## src/logic/bpb_defs.svh

```systemverilog
/*
  constants for the eight-pin bidirectional port: register offsets, reset values, pin roles.
  assumes inclusion by bare name from the package and the port module.
*/
`ifndef BPB_DEFS_SVH
`define BPB_DEFS_SVH

`define BPB_ADDR_W 9
`define BPB_OFS_PIN_VALUE 9'h00D
`define BPB_OFS_DIRECTION 9'h08D
`define BPB_OFS_OUTPUT_LATCH 9'h10D
`define BPB_OFS_ANALOG_SELECT 9'h18D
`define BPB_OFS_DEBUG_ENABLE 9'h1F0
`define BPB_DIRECTION_RESET 8'hFF
`define BPB_ANALOG_RESET 8'h3F
`define BPB_ANALOG_MASK 8'h3F
`define BPB_LATCH_ONLY_PINS 8'h37
`define BPB_PIN_CAPCMP 3
`define BPB_PIN_DBG_CLK 6
`define BPB_PIN_DBG_DATA 7

`endif

```

## src/logic/bpb_pkg.sv

```systemverilog
/*
  types shared by the port: packed pin group and the module state.
  assumes bpb_defs.svh is on the include path.
*/
`include "bpb_defs.svh"

package bpb_pkg;

  typedef struct packed {
    logic [7:0] out;
    logic [7:0] oe;
  } bpb_pins_t;

  typedef enum logic [1:0] {
    BPB_RUN = 2'h1,
    BPB_HOLD = 2'h2
  } bpb_mode_t;

  typedef struct packed {
    logic [7:0] sync1;
    logic [7:0] sync2;
    logic [7:0] direction;
    logic [7:0] output_latch;
    logic [7:0] analog_select;
    logic debug_enable;
    logic [7:0] rdata;
    bpb_mode_t mode;
    bpb_pins_t pins;
  } bpb_state_t;

endpackage

```

## src/logic/bpb_port.sv

```systemverilog
/*
  eight-pin bidirectional port with direction, output latch, pin readback and analog select.
  assumes a single-cycle register strobe master on clk and a bench that resolves the pad wires.
*/
// Added by the designer: the plain strobed port.
// What this block does
// - eight independent pins, each a digital input or output under software control
// - direction bit one puts the pin driver in high impedance
// - direction bit zero drives the pin from its output latch bit
// - reading the pin value register returns sampled pin levels, not the latch
// - writing the pin value register merges written bits into pin levels into latch
// - direction bits still steer drivers on analog pins; software keeps them set
// - analog select one makes the pin value read and digital_in of that pin return zero; pin_level stays raw
// - analog select never affects digital output driving
// - analog select bits 5 to 0 come up as one after every reset
// - with several outputs enabled, the highest priority function owns the pin
// - pin 3 capture/compare, pin 6 debug clock, pin 7 debug data, rest latch
// - input functions keep receiving pin levels while the pin is an output
// - analog select bits 7 and 6 read zero; only 5 to 0 writable
// - output latch has no reset value and keeps its content across resets
`include "bpb_defs.svh"

module bpb_port (
  input wire logic clk,
  input wire logic rst_n,
  input wire logic [`BPB_ADDR_W-1:0] addr,
  input wire logic [7:0] wdata,
  input wire logic wr,
  input wire logic rd,
  output logic [7:0] rdata,
  input wire logic [7:0] pin_in,
  output logic [7:0] pin_out,
  output logic [7:0] pin_oe,
  input wire logic capcmp_out,
  input wire logic capcmp_oe,
  input wire logic dbg_clk_out,
  input wire logic dbg_clk_oe,
  input wire logic dbg_data_out,
  input wire logic dbg_data_oe,
  output logic [7:0] digital_in,
  output logic [7:0] pin_level
);

  bpb_pkg::bpb_state_t state;
  bpb_pkg::bpb_state_t next_state;
  logic [7:0] digital_view;

  ////////////////////////////////////////////////////////////////////////////
  // next state

  // analog pins read zero on the pin value read and digital_in; pin_level stays raw
  assign digital_view = state.sync2 & ~state.analog_select;

  always_comb begin
    next_state = state;
    next_state.sync1 = pin_in;
    next_state.sync2 = state.sync1;
    next_state.rdata = 8'h00;
    next_state.mode = bpb_pkg::BPB_RUN;
    if (wr) begin
      case (addr)
        `BPB_OFS_PIN_VALUE: begin
          // a full-byte write replaces every pin bit, so the merge is the written byte
          next_state.output_latch = wdata;
        end
        `BPB_OFS_DIRECTION: begin
          next_state.direction = wdata;
        end
        `BPB_OFS_OUTPUT_LATCH: begin
          next_state.output_latch = wdata;
        end
        `BPB_OFS_ANALOG_SELECT: begin
          next_state.analog_select = wdata & `BPB_ANALOG_MASK;
        end
        `BPB_OFS_DEBUG_ENABLE: begin
          next_state.debug_enable = wdata[0];
        end
        default: begin
          next_state.mode = bpb_pkg::BPB_HOLD;
        end
      endcase
    end
    if (rd) begin
      case (addr)
        `BPB_OFS_PIN_VALUE: next_state.rdata = digital_view;
        `BPB_OFS_DIRECTION: next_state.rdata = state.direction;
        `BPB_OFS_OUTPUT_LATCH: next_state.rdata = state.output_latch;
        `BPB_OFS_ANALOG_SELECT: next_state.rdata = state.analog_select;
        `BPB_OFS_DEBUG_ENABLE: next_state.rdata = {7'h00, state.debug_enable};
        default: next_state.rdata = 8'h00;
      endcase
    end
    // direction decides the drivers before the pin 3, 6 and 7 overrides, analog select is not consulted
    next_state.pins.oe = ~next_state.direction;
    next_state.pins.out = next_state.output_latch;
    if (capcmp_oe) begin
      next_state.pins.oe[`BPB_PIN_CAPCMP] = 1'b1;
      next_state.pins.out[`BPB_PIN_CAPCMP] = capcmp_out;
    end
    if (next_state.debug_enable && dbg_clk_oe) begin
      next_state.pins.oe[`BPB_PIN_DBG_CLK] = 1'b1;
      next_state.pins.out[`BPB_PIN_DBG_CLK] = dbg_clk_out;
    end
    if (next_state.debug_enable && dbg_data_oe) begin
      next_state.pins.oe[`BPB_PIN_DBG_DATA] = 1'b1;
      next_state.pins.out[`BPB_PIN_DBG_DATA] = dbg_data_out;
    end
  end

  ////////////////////////////////////////////////////////////////////////////
  // state register

  always_ff @(posedge clk) begin
    if (!rst_n) begin
      state.sync1 <= 8'h00;
      state.sync2 <= 8'h00;
      state.direction <= `BPB_DIRECTION_RESET;
      state.analog_select <= `BPB_ANALOG_RESET;
      state.debug_enable <= 1'b0;
      state.rdata <= 8'h00;
      state.mode <= bpb_pkg::BPB_RUN;
      state.pins.oe <= 8'h00;
      state.pins.out <= 8'h00;
      // latch keeps running through reset, content survives it
      state.output_latch <= next_state.output_latch;
    end else begin
      state <= next_state;
    end
  end

  assign rdata = state.rdata;
  assign pin_out = state.pins.out;
  assign pin_oe = state.pins.oe;
  // peripheral inputs see the pad even while it drives
  assign digital_in = digital_view;
  assign pin_level = state.sync2;

  ////////////////////////////////////////////////////////////////////////////
  // checks

  property p_read_pin;
    @(posedge clk) disable iff (!rst_n)
      rd && addr == `BPB_OFS_PIN_VALUE |=> rdata == $past(state.sync2 & ~state.analog_select);
  endproperty
  a_read_pin: assert property (p_read_pin) else $error("pin read wrong");

  property p_analog_zero;
    @(posedge clk) disable iff (!rst_n)
      (digital_in & state.analog_select) == 8'h00;
  endproperty
  a_analog_zero: assert property (p_analog_zero) else $error("analog pin reads one");

  property p_rmw;
    @(posedge clk) disable iff (!rst_n)
      wr && addr == `BPB_OFS_PIN_VALUE |=> state.output_latch == $past(wdata);
  endproperty
  a_rmw: assert property (p_rmw) else $error("port write lost");

  property p_low_pins;
    @(posedge clk) disable iff (!rst_n)
      pin_oe[5:0] == ~state.direction[5:0] || pin_oe[3];
  endproperty
  a_low_pins: assert property (p_low_pins) else $error("driver mismatch");

  property p_latch_drive;
    @(posedge clk) disable iff (!rst_n)
      !state.direction[0] |-> pin_oe[0] && pin_out[0] == state.output_latch[0];
  endproperty
  a_latch_drive: assert property (p_latch_drive) else $error("latch not driven");

  property p_capcmp;
    @(posedge clk) disable iff (!rst_n)
      rst_n && capcmp_oe ##1 rst_n |-> pin_oe[3] && pin_out[3] == $past(capcmp_out);
  endproperty
  a_capcmp: assert property (p_capcmp) else $error("pin 3 priority");

  property p_debug_gate;
    @(posedge clk) disable iff (!rst_n)
      !state.debug_enable && state.direction[7] |-> !pin_oe[7];
  endproperty
  a_debug_gate: assert property (p_debug_gate) else $error("debug override leak");

  property p_analog_top;
    @(posedge clk) disable iff (!rst_n)
      state.analog_select[7:6] == 2'h0;
  endproperty
  a_analog_top: assert property (p_analog_top) else $error("analog bits 7:6 set");

  property p_analog_reset;
    @(posedge clk) !rst_n |=> state.analog_select == `BPB_ANALOG_RESET;
  endproperty
  a_analog_reset: assert property (p_analog_reset) else $error("analog reset");

  property p_dir_write;
    @(posedge clk) disable iff (!rst_n)
      wr && addr == `BPB_OFS_DIRECTION |=> state.direction == $past(wdata);
  endproperty
  a_dir_write: assert property (p_dir_write) else $error("direction write lost");

  property p_latch_write;
    @(posedge clk) disable iff (!rst_n)
      wr && addr == `BPB_OFS_OUTPUT_LATCH |=> state.output_latch == $past(wdata);
  endproperty
  a_latch_write: assert property (p_latch_write) else $error("latch write lost");

  property p_analog_write;
    @(posedge clk) disable iff (!rst_n)
      wr && addr == `BPB_OFS_ANALOG_SELECT |=>
        state.analog_select == ($past(wdata) & `BPB_ANALOG_MASK);
  endproperty
  a_analog_write: assert property (p_analog_write) else $error("analog write wrong");

  property p_read_dir;
    @(posedge clk) disable iff (!rst_n)
      rd && addr == `BPB_OFS_DIRECTION |=> rdata == $past(state.direction);
  endproperty
  a_read_dir: assert property (p_read_dir) else $error("direction read wrong");

  property p_read_latch;
    @(posedge clk) disable iff (!rst_n)
      rd && addr == `BPB_OFS_OUTPUT_LATCH |=> rdata == $past(state.output_latch);
  endproperty
  a_read_latch: assert property (p_read_latch) else $error("latch read wrong");

  property p_read_analog;
    @(posedge clk) disable iff (!rst_n)
      rd && addr == `BPB_OFS_ANALOG_SELECT |=> rdata[7:6] == 2'h0;
  endproperty
  a_read_analog: assert property (p_read_analog) else $error("analog top bits read");

  property p_debug_read;
    @(posedge clk) disable iff (!rst_n)
      rd && addr == `BPB_OFS_DEBUG_ENABLE |=> rdata[7:1] == 7'h00;
  endproperty
  a_debug_read: assert property (p_debug_read) else $error("debug enable read wrong");

  // read data stand one cycle only, so a stale byte never looks like a fresh read
  property p_rdata_idle;
    @(posedge clk) disable iff (!rst_n)
      !rd |=> rdata == 8'h00;
  endproperty
  a_rdata_idle: assert property (p_rdata_idle) else $error("read data lingers");

  property p_input_hiz;
    @(posedge clk) disable iff (!rst_n)
      (pin_oe & state.direction & `BPB_LATCH_ONLY_PINS) == 8'h00;
  endproperty
  a_input_hiz: assert property (p_input_hiz) else $error("input pin driven");

  property p_output_drive;
    @(posedge clk) disable iff (!rst_n)
      (pin_oe & `BPB_LATCH_ONLY_PINS) == (~state.direction & `BPB_LATCH_ONLY_PINS);
  endproperty
  a_output_drive: assert property (p_output_drive) else $error("output pin idle");

  property p_output_value;
    @(posedge clk) disable iff (!rst_n)
      ((pin_out ^ state.output_latch) & ~state.direction & `BPB_LATCH_ONLY_PINS) == 8'h00;
  endproperty
  a_output_value: assert property (p_output_value) else $error("pin value not latch");

  property p_analog_drive;
    @(posedge clk) disable iff (!rst_n)
      !state.direction[0] && state.analog_select[0] |-> pin_oe[0];
  endproperty
  a_analog_drive: assert property (p_analog_drive) else $error("analog pin not driven");

  property p_capcmp_release;
    @(posedge clk) disable iff (!rst_n)
      !capcmp_oe ##1 state.direction[3] |-> !pin_oe[3];
  endproperty
  a_capcmp_release: assert property (p_capcmp_release) else $error("pin 3 held");

  property p_dbg_clk;
    @(posedge clk) disable iff (!rst_n)
      dbg_clk_oe ##1 state.debug_enable |-> pin_oe[6] && pin_out[6] == $past(dbg_clk_out);
  endproperty
  a_dbg_clk: assert property (p_dbg_clk) else $error("pin 6 priority");

  property p_dbg_data;
    @(posedge clk) disable iff (!rst_n)
      dbg_data_oe ##1 state.debug_enable |-> pin_oe[7] && pin_out[7] == $past(dbg_data_out);
  endproperty
  a_dbg_data: assert property (p_dbg_data) else $error("pin 7 priority");

  property p_dbg_clk_gate;
    @(posedge clk) disable iff (!rst_n)
      !state.debug_enable && state.direction[6] |-> !pin_oe[6];
  endproperty
  a_dbg_clk_gate: assert property (p_dbg_clk_gate) else $error("pin 6 override leak");

  // two flops of latency: the pad level seen now was on the pin two edges ago
  property p_pin_sync;
    @(posedge clk) disable iff (!rst_n)
      $past(rst_n) && $past(rst_n, 2) |-> pin_level == $past(pin_in, 2);
  endproperty
  a_pin_sync: assert property (p_pin_sync) else $error("pin level stale");

  property p_din_mask;
    @(posedge clk) disable iff (!rst_n)
      digital_in == (pin_level & ~state.analog_select);
  endproperty
  a_din_mask: assert property (p_din_mask) else $error("digital input mask");

  property p_unmapped_hold;
    @(posedge clk) disable iff (!rst_n)
      state.mode == bpb_pkg::BPB_HOLD |->
        $stable(state.direction) && $stable(state.analog_select) && $stable(state.debug_enable);
  endproperty
  a_unmapped_hold: assert property (p_unmapped_hold) else $error("unmapped write landed");

  property p_mode_run;
    @(posedge clk) disable iff (!rst_n)
      rst_n && !wr |=> state.mode == bpb_pkg::BPB_RUN;
  endproperty
  a_mode_run: assert property (p_mode_run) else $error("mode stuck");

  property p_dir_stable;
    @(posedge clk) disable iff (!rst_n)
      rst_n && !(wr && addr == `BPB_OFS_DIRECTION) |=> $stable(state.direction);
  endproperty
  a_dir_stable: assert property (p_dir_stable) else $error("direction drifted");

  property p_an_stable;
    @(posedge clk) disable iff (!rst_n)
      rst_n && !(wr && addr == `BPB_OFS_ANALOG_SELECT) |=> $stable(state.analog_select);
  endproperty
  a_an_stable: assert property (p_an_stable) else $error("analog select drifted");

  property p_reset_dir;
    @(posedge clk) !rst_n |=>
      state.direction == `BPB_DIRECTION_RESET && !state.debug_enable && pin_oe == 8'h00;
  endproperty
  a_reset_dir: assert property (p_reset_dir) else $error("reset drivers");

  property p_reset_rdata;
    @(posedge clk) !rst_n |=> rdata == 8'h00;
  endproperty
  a_reset_rdata: assert property (p_reset_rdata) else $error("reset read data");

  c_rmw: cover property (@(posedge clk) wr && addr == `BPB_OFS_PIN_VALUE);
  c_read: cover property (@(posedge clk) rd && addr == `BPB_OFS_PIN_VALUE ##1 rdata != 8'h00);
  c_dbg: cover property (@(posedge clk) state.debug_enable && dbg_data_oe);
  c_cap: cover property (@(posedge clk) capcmp_oe && state.direction[3]);
  c_hold: cover property (@(posedge clk) state.mode == bpb_pkg::BPB_HOLD);

endmodule

```

## config.mk

```make
export PLATFORM = sky130hd
export DESIGN_NAME = bpb_port
export DESIGN_NICKNAME = d
export VERILOG_FILES = /design/src/logic/bpb_pkg.sv /design/src/logic/bpb_port.sv
export VERILOG_INCLUDE_DIRS = /design/src /design/src/logic
export SDC_FILE = /design/constraint.sdc
export NUM_CORES = 1
export LEC_CHECK = 0
export BUFFER_PORTS_ARGS = -buffer_cell sky130_fd_sc_hd__buf_2
export CAP_MARGIN = 20
export CORE_MARGIN = 2
export CORE_UTILIZATION = 40
export CTS_BUF_LIST = sky130_fd_sc_hd__clkbuf_4
export CTS_CLUSTER_SIZE = 16
export DETAILED_ROUTE_END_ITERATION = 8
export GPL_ROUTABILITY_DRIVEN = 0
export PLACE_DENSITY_LB_ADDON = 0.1
export SETUP_SLACK_MARGIN = 0.02
export SLEW_MARGIN = 5
export SYNTH_ARGS = -nofsm -noshare
export SYNTH_HDL_FRONTEND = slang
export SYNTH_SLANG_ARGS = --single-unit
```

## constraint.sdc

```tcl
create_clock -name clk -period 6.23 [get_ports clk]
set_clock_uncertainty 0.2 [all_clocks]
set_input_delay 0.9345 -clock clk [delete_from_list [all_inputs] [get_ports clk]]
set_output_delay 0.9345 -clock clk [all_outputs]
set_load 0.02 [all_outputs]
```

=== Yosys cells after proc, flatten, opt, wreduce, memory -nomap -nowiden ===
Index checks and enable logic that the tools add are counted.

* Flip-flop bits (word level): 63
* Input bits: 35
* Output and inout port bits: 40
* Word-level logic and storage cells: 34

* Equality and inequality tests: 5
* Muxes and demuxes: 12
* Bitwise logic cells: 3
* Reduce and logical (&&, ||, !) cells: 5

{| class="wikitable"
|+ Operators by type and width
! kind !! count
|-
| $pmux 8 s5 || 1
|-
| $eq 9x9->1 const B || 3
|-
| $mux 25 || 1
|-
| $mux 8 || 2
|-
| $eq 9x4->1 const B || 1
|-
| $eq 9x8->1 const B || 1
|-
| $and 8x8->8 || 1
|-
| $not 6->8 || 1
|-
| $not 8->8 || 1
|-
| $mux 1 || 7
|-
| $mux 6 || 1
|-
| $reduce_and 2->1 || 2
|-
| $logic_and 1x1->1 || 2
|-
| $reduce_or 2->1 || 1
|}

=== Logic depth before layout (Yosys ltp) ===
Gate-level depths: netlist of the first run.

* Depth in word-level cells: 6
* Gate-level depth with buffers: 5
* Gate-level depth less buffers: 4

=== Least setup slack after synthesis of the first run ===
OpenSTA, ideal clock, no wires.

* Path kind: input to register
* From: in addr[4]
* To: reg state, in the netlist pin_out[6]
* Library setup time: 119 ps
* Arrival time: 2549 ps
* Data required time: 5911 ps
* Slack: 3362 ps
* Stages: 5
* Path buffers: 1
* Cell sequence: or4b_4 > buf_6 > nor3_4 > mux2_2 > o221a_2

{| class="wikitable"
|+ RTL lines
! element !! line !! RTL
|-
| from (decl) || bpb_port.sv:26 || <nowiki>input wire logic [`BPB_ADDR_W-1:0] addr,</nowiki>
|-
| to (signal assigned) || bpb_port.sv:127 || <nowiki>state <= next_state;</nowiki>
|-
| to (decl) || bpb_port.sv:44 || <nowiki>bpb_pkg::bpb_state_t state;</nowiki>
|}

==> impl_metrics.json, run 1 <==
{
  "cts-root-buf": "clkbuf_4",
  "avgRoutedWirePerCell_um": 13.7,
  "slew_headroom_pct": 42.2,
  "cts_sinks": 63,
  "io_pins": 75,
  "port_buffers": 74,
  "grt_pass1_wl_um": 7910,
  "synth_area_leader_cell": "dfxtp_1",
  "cp-end-kind": "register",
  "die_w_um": 83.4,
  "comb_power_share_pct": 6.8,
  "finalNetCount": 307,
  "mostFrequentLayoutCells": "74 x buf_2, 63 x dfxtp_1, 26 x and2_1",
  "crit_path_max_fanout": 8,
  "core_area_um2": 5990,
  "pwr-share-seq_pct": 54.0,
  "dpl_cell_area_um2": 2690,
  "grt_pass1_vias": 1590,
  "num_rows": 28,
  "critPathKind": "input port to register",
  "syn_area_per_cell_um2": 11.0,
  "p_sw_share_pct": 22.0,
  "p_switching_mw": 0.169,
  "max-cap-violations": 0,
  "cp-start-kind": "input port",
  "p_int_mw": 0.599,
  "postCtsHoldBufs": 0,
  "yosysSeqAreaShare_pct": 50.1,
  "grt_max_degree": 50,
  "tightest_slew_ns": 0.854,
  "fillers": 575,
  "synth-seq-cells": 63,
  "outcome": "completed",
  "grt_overflow": 0,
  "cts_resized": 0,
  "rsz0062_at_grt": "false",
  "drv_slew": 0,
  "ant_nets": 0,
  "p_leak_nw": 1.26,
  "area_growth_pct": 12.8,
  "syn-num-nets": 264,
  "drtIter0Drc": 58,
  "n_antenna_cell": 0,
  "syn_inst": 229,
  "cp.arrival_ns": 2.82,
  "drtPass1Iterations": 4,
  "layout_min_cycle_time_ns": 2.74,
  "antenna_found_initial": 0,
  "clkTransAtPathRegs_ns": 0.10,
  "drc": 0,
  "hold_path_class": "register to register",
  "drive_gt1_share_pct": 38.3,
  "clock_latency_ns": 0.38,
  "start_util_pct": 42.0,
  "dpl.hpwl_um": 3380,
  "post-cts-setup-buffer-count": 0,
  "cts_max_level": 3,
  "clock_path_buffers": 2,
  "hold_violations": 0,
  "yosys.area.top_type_share_pct": 50.1,
  "vias": 1603,
  "max_freq_mhz": 365,
  "power.density_nw_per_um2": 270,
  "synth_cell_types": 26,
  "layout_commonest_cell": "buf_2",
  "final_area_um2": 2840,
  "worstPathRequired_ns": 6.31,
  "setup_viol": 0,
  "finalCritPeriodShare_pct": 44.0,
  "yosysWarnings": 0,
  "die_y_um": 83.4,
  "yosys-top-cells-area": "dfxtp_1 50%, buf_4 10%, mux2i_1 7.6%, and2_1 6.5%, mux4_2 5.4%",
  "clkPwrFrac_pct": 39.2,
  "tritoncts": "yes",
  "dieArea_um2": 6950,
  "cts_buffers": 9,
  "peakVddDrop_mv": 0.132,
  "drt-total-wl_um": 4830,
  "setup_tns_ns": 0,
  "syn_area_um2": 2520,
  "grt_usage_pct": 15.0,
  "routed_via_density": 4.55
}
## stage by stage
stage / cells / hold slack (ns) / utilization, % / power [mW] / setup slack (ns)
floorplan: 229 / 0.212 / - / 0.461 / 3.36
global placement: 336 / 0.215 / 44.9 / 0.477 / 3.06
detailed placement: 336 / 0.217 / 44.9 / 0.477 / 3.07
CTS: 352 / 0.239 / 47.4 / 0.779 / 3.50
global route: 352 / 0.265 / 47.4 / 0.801 / 3.35
finish: 352 / 0.238 / 47.4 / 0.768 / 3.49
## path summary, 6_finish.rpt
path                             startpoint                       to  slack (ns)  cells past startpoint
setup / recovery                    addr[4]    pin_out[7]$_SDFF_PN0_        3.49                      5
hold / removal    next_state[54]$_SDFF_PN0_  pin_level[3]$_SDFF_PN0_        0.24                      1
setup reg to reg    pin_level[3]$_SDFF_PN0_      rdata[3]$_SDFF_PN0_        4.84                      3
hold reg to reg   next_state[54]$_SDFF_PN0_  pin_level[3]$_SDFF_PN0_        0.24                      1
## worst max-delay path, cell delays in order
cell and delay [ns]:
buf_2 0.10, or4b_4 0.59, nor3_4 0.49, mux2_2 0.41, o221a_2 0.29
## synth_stat cells (all sizes together)
| master | n |
|---|---|
| dfxtp | 63 |
| buf | 36 |
| and2 | 26 |
| nand2 | 22 |
| mux2i | 19 |
| nor2b | 13 |
| mux2 | 8 |
| clkbuf | 6 |
| mux4 | 6 |
| nor2 | 5 |
| nor3 | 4 |
| a21oi | 3 |
| nand2b | 3 |
| o21a | 3 |
| inv | 2 |
| nand3 | 2 |
| nand4b | 2 |
| o221a | 2 |
| nor4 | 1 |
| nor4b | 1 |
| o211a | 1 |
| or4b | 1 |
## sequential cells by signal (all words and copies together), names as in the netlist
| signal | flops |
|---|---|
| next_state | 8 |
| pin_level | 8 |
| pin_oe | 8 |
| pin_out | 8 |
| rdata | 8 |
| state | 23 |
## cells by family after synthesis
logic type             share of synthesized area, %
AO/OA/AOI/OAI                                  2.78
buffers and inverters                          11.9
flip-flops                                     50.1
multiplexers                                   16.5
AND/OR/NAND/NOR                                18.7
## power groups by stage
stage	logic [mW]	clock network [mW]	registers [mW]
2_1_floorplan	0.0374	0	0.424
5_1_grt	0.0577	0.327	0.416
3_3_place_gp	0.0524	0	0.424
6_report	0.0522	0.301	0.415
4_1_cts	0.0529	0.311	0.415
3_5_place_dp	0.0528	0	0.424
## area by class of cell
cell class	count	area, µm²	share of cell area (%)
repair buffers	74	370	13.0
clock buffers	10	75.1	2.64
inverters	2	7.51	0.264
multi-input cells	122	957	33.7
well taps	75	93.8	3.30
clock inverters	6	75.1	2.64
flip-flops and latches	63	1260	44.4
## metal layers
metal	share of wire, %	global-route usage [%]	up-vias
li1	-	-	821
met1	49	19.9	714
met2	41	21.0	58
met3	7.6	5.67	10
met4	2.0	8.05	0
met5	0	0	-
No activity file was read; power rests on OpenSTA's default activity.
==> run 2: changes to the inputs <==
Clock period 6.23 ns to 2.8 ns, I/O delays scaled along.
==> impl_metrics.json, run 2 (synthesis results as in run 1) <==
{
  "outcome": "completed",
  "pwr-share-seq_pct": 60.4,
  "grt_max_degree": 45,
  "drtIter0Drc": 51,
  "grt_usage_pct": 14.8,
  "hold_path_class": "input port to register",
  "max_freq_mhz": 495,
  "fillers": 590,
  "reg2regPathDepth": 3,
  "multi_input_area_um2": 957,
  "peakVddDrop_mv": 0.302,
  "num_rows": 28,
  "dpl.hpwl_um": 3520,
  "dieArea_um2": 6950,
  "n_antenna_cell": 0,
  "die_y_um": 83.4,
  "clock_latency_ns": 0.38,
  "die_w_um": 83.4,
  "mostFrequentLayoutCells": "74 x buf_2, 63 x dfxtp_1, 26 x and2_1",
  "antenna_found_initial": 0,
  "cp-start-kind": "input port",
  "p_leak_nw": 1.28,
  "comb_power_share_pct": 7.7,
  "power.density_nw_per_um2": 536,
  "cts_max_level": 3,
  "p_int_mw": 1.16,
  "tightest_slew_ns": 0.416,
  "io_pins": 75,
  "routed_via_density": 4.54,
  "top_register": "state",
  "largest_register_ffs": 23,
  "finalCritPeriodShare_pct": 72.2,
  "setup_tns_ns": 0,
  "timing.critical_path.from": "addr[4]",
  "area_growth_pct": 13.4,
  "cts_buffers": 9,
  "grt_pass1_vias": 1560,
  "whs_path_depth": 2,
  "clkTransAtPathRegs_ns": 0.10,
  "setup_ws_ns": 0.778,
  "post-place-ws_ns": 0.341,
  "ant_nets": 0,
  "cp-end-kind": "register",
  "critPathKind": "input port to register",
  "drive_gt1_share_pct": 40.1,
  "drtPass1Iterations": 4,
  "slew_headroom_pct": 72.3,
  "grt_pass1_wl_um": 7910,
  "worstPathRequired_ns": 2.88,
  "finalNetCount": 315,
  "hold_violations": 0,
  "reg2reg_from": "pin_level[3]$_SDFF_PN0_",
  "vias": 1629,
  "max-cap-violations": 0,
  "p_sw_share_pct": 24.6,
  "regArea_um2": 1260,
  "setup_viol": 0,
  "start_util_pct": 42.0,
  "tritoncts": "yes",
  "fin_util_pct": 47.7,
  "p_switching_mw": 0.376,
  "drc": 0,
  "drv_slew": 0,
  "hp-start": "pin_in[3]",
  "rsz0062_at_grt": "false",
  "core_area_um2": 5990,
  "drt-total-wl_um": 4830,
  "cts_sinks": 63,
  "avgRoutedWirePerCell_um": 13.5,
  "cts-root-buf": "clkbuf_4",
  "layout_min_cycle_time_ns": 2.02,
  "crit_path_max_fanout": 5,
  "cp.arrival_ns": 2.11,
  "grt_overflow": 0,
  "clock_path_buffers": 2,
  "layout_commonest_cell": "buf_2",
  "clkPwrFrac_pct": 31.9,
  "port_buffers": 74
}
run 2: cell count changes in the layout (fill, tap and decap cells not counted), sizes merged:
cell and delta:
bufinv -2, buf +6, dlygate4sd3 +2, clkinvlp +1
run 2: worst paths after layout:
check / endpoint / slack [ns]
setup reg to reg: rdata[3]$_SDFF_PN0_ / 1.42
hold / removal: next_state[54]$_SDFF_PN0_ / 0.03
setup / recovery: pin_out[5]$_SDFF_PN0_ / 0.78
hold reg to reg: pin_level[6]$_SDFF_PN0_ / 0.24
run 2: layout make-up:
type	instances	area share, %
inverter	2	0.263
tap	75	3.29
timing repair buffer	82	15.2
multi-input combinational	122	33.5
clock buffer	10	2.63
sequential	63	44.2
clock inverter	5	0.920
run 2: stage by stage:
| stage | total power [mW] | std cells | instance area (µm²) | hold slack [ns] |
|---|---|---|---|---|
| 4_1_cts | 1.56 | 359 | 2860 | 0.00114 |
| 3_5_place_dp | 1.06 | 342 | 2740 | 0.221 |
| 5_1_grt | 1.62 | 359 | 2860 | 0.00831 |
| 3_3_place_gp | 1.06 | 342 | 2740 | 0.214 |
| 6_report | 1.53 | 359 | 2860 | 0.0344 |
| 2_1_floorplan | 1.03 | 229 | 2520 | 0.212 |
run 2: power by group through the flow:
stage               logic [mW]  clock network, mW  registers [mW]
floorplan               0.0833                  0           0.942
CTS                      0.121              0.515           0.925
finish                   0.118              0.488           0.925
global placement         0.117                  0           0.946
global route             0.131              0.557           0.928
detailed placement       0.118                  0           0.946
run 2: timing repair:
item,4_1_cts,5_1_grt
resized for setup,0,0
hold buffers,2,0
setup buffers,0,0
hold endpoints to repair,2,0
run 2: critical path: stages:
cell and delay (ns):
buf_2 0.10, or4b_4 0.59, nor3_4 0.29, buf_4 0.21, mux2_2 0.34, and2_1 0.15
run 2: layer usage:
layer  global-route usage [%]  wire [µm]  share of wire (%)  vias to the layer above
met5                        0          0                  0                        -
met1                     20.3       2360                 49                      746
met2                     20.2       2080                 43                       49
li1                         -          -                  -                      827
met4                     7.60         78                1.6                        0
met3                     5.27        308                6.4                        7
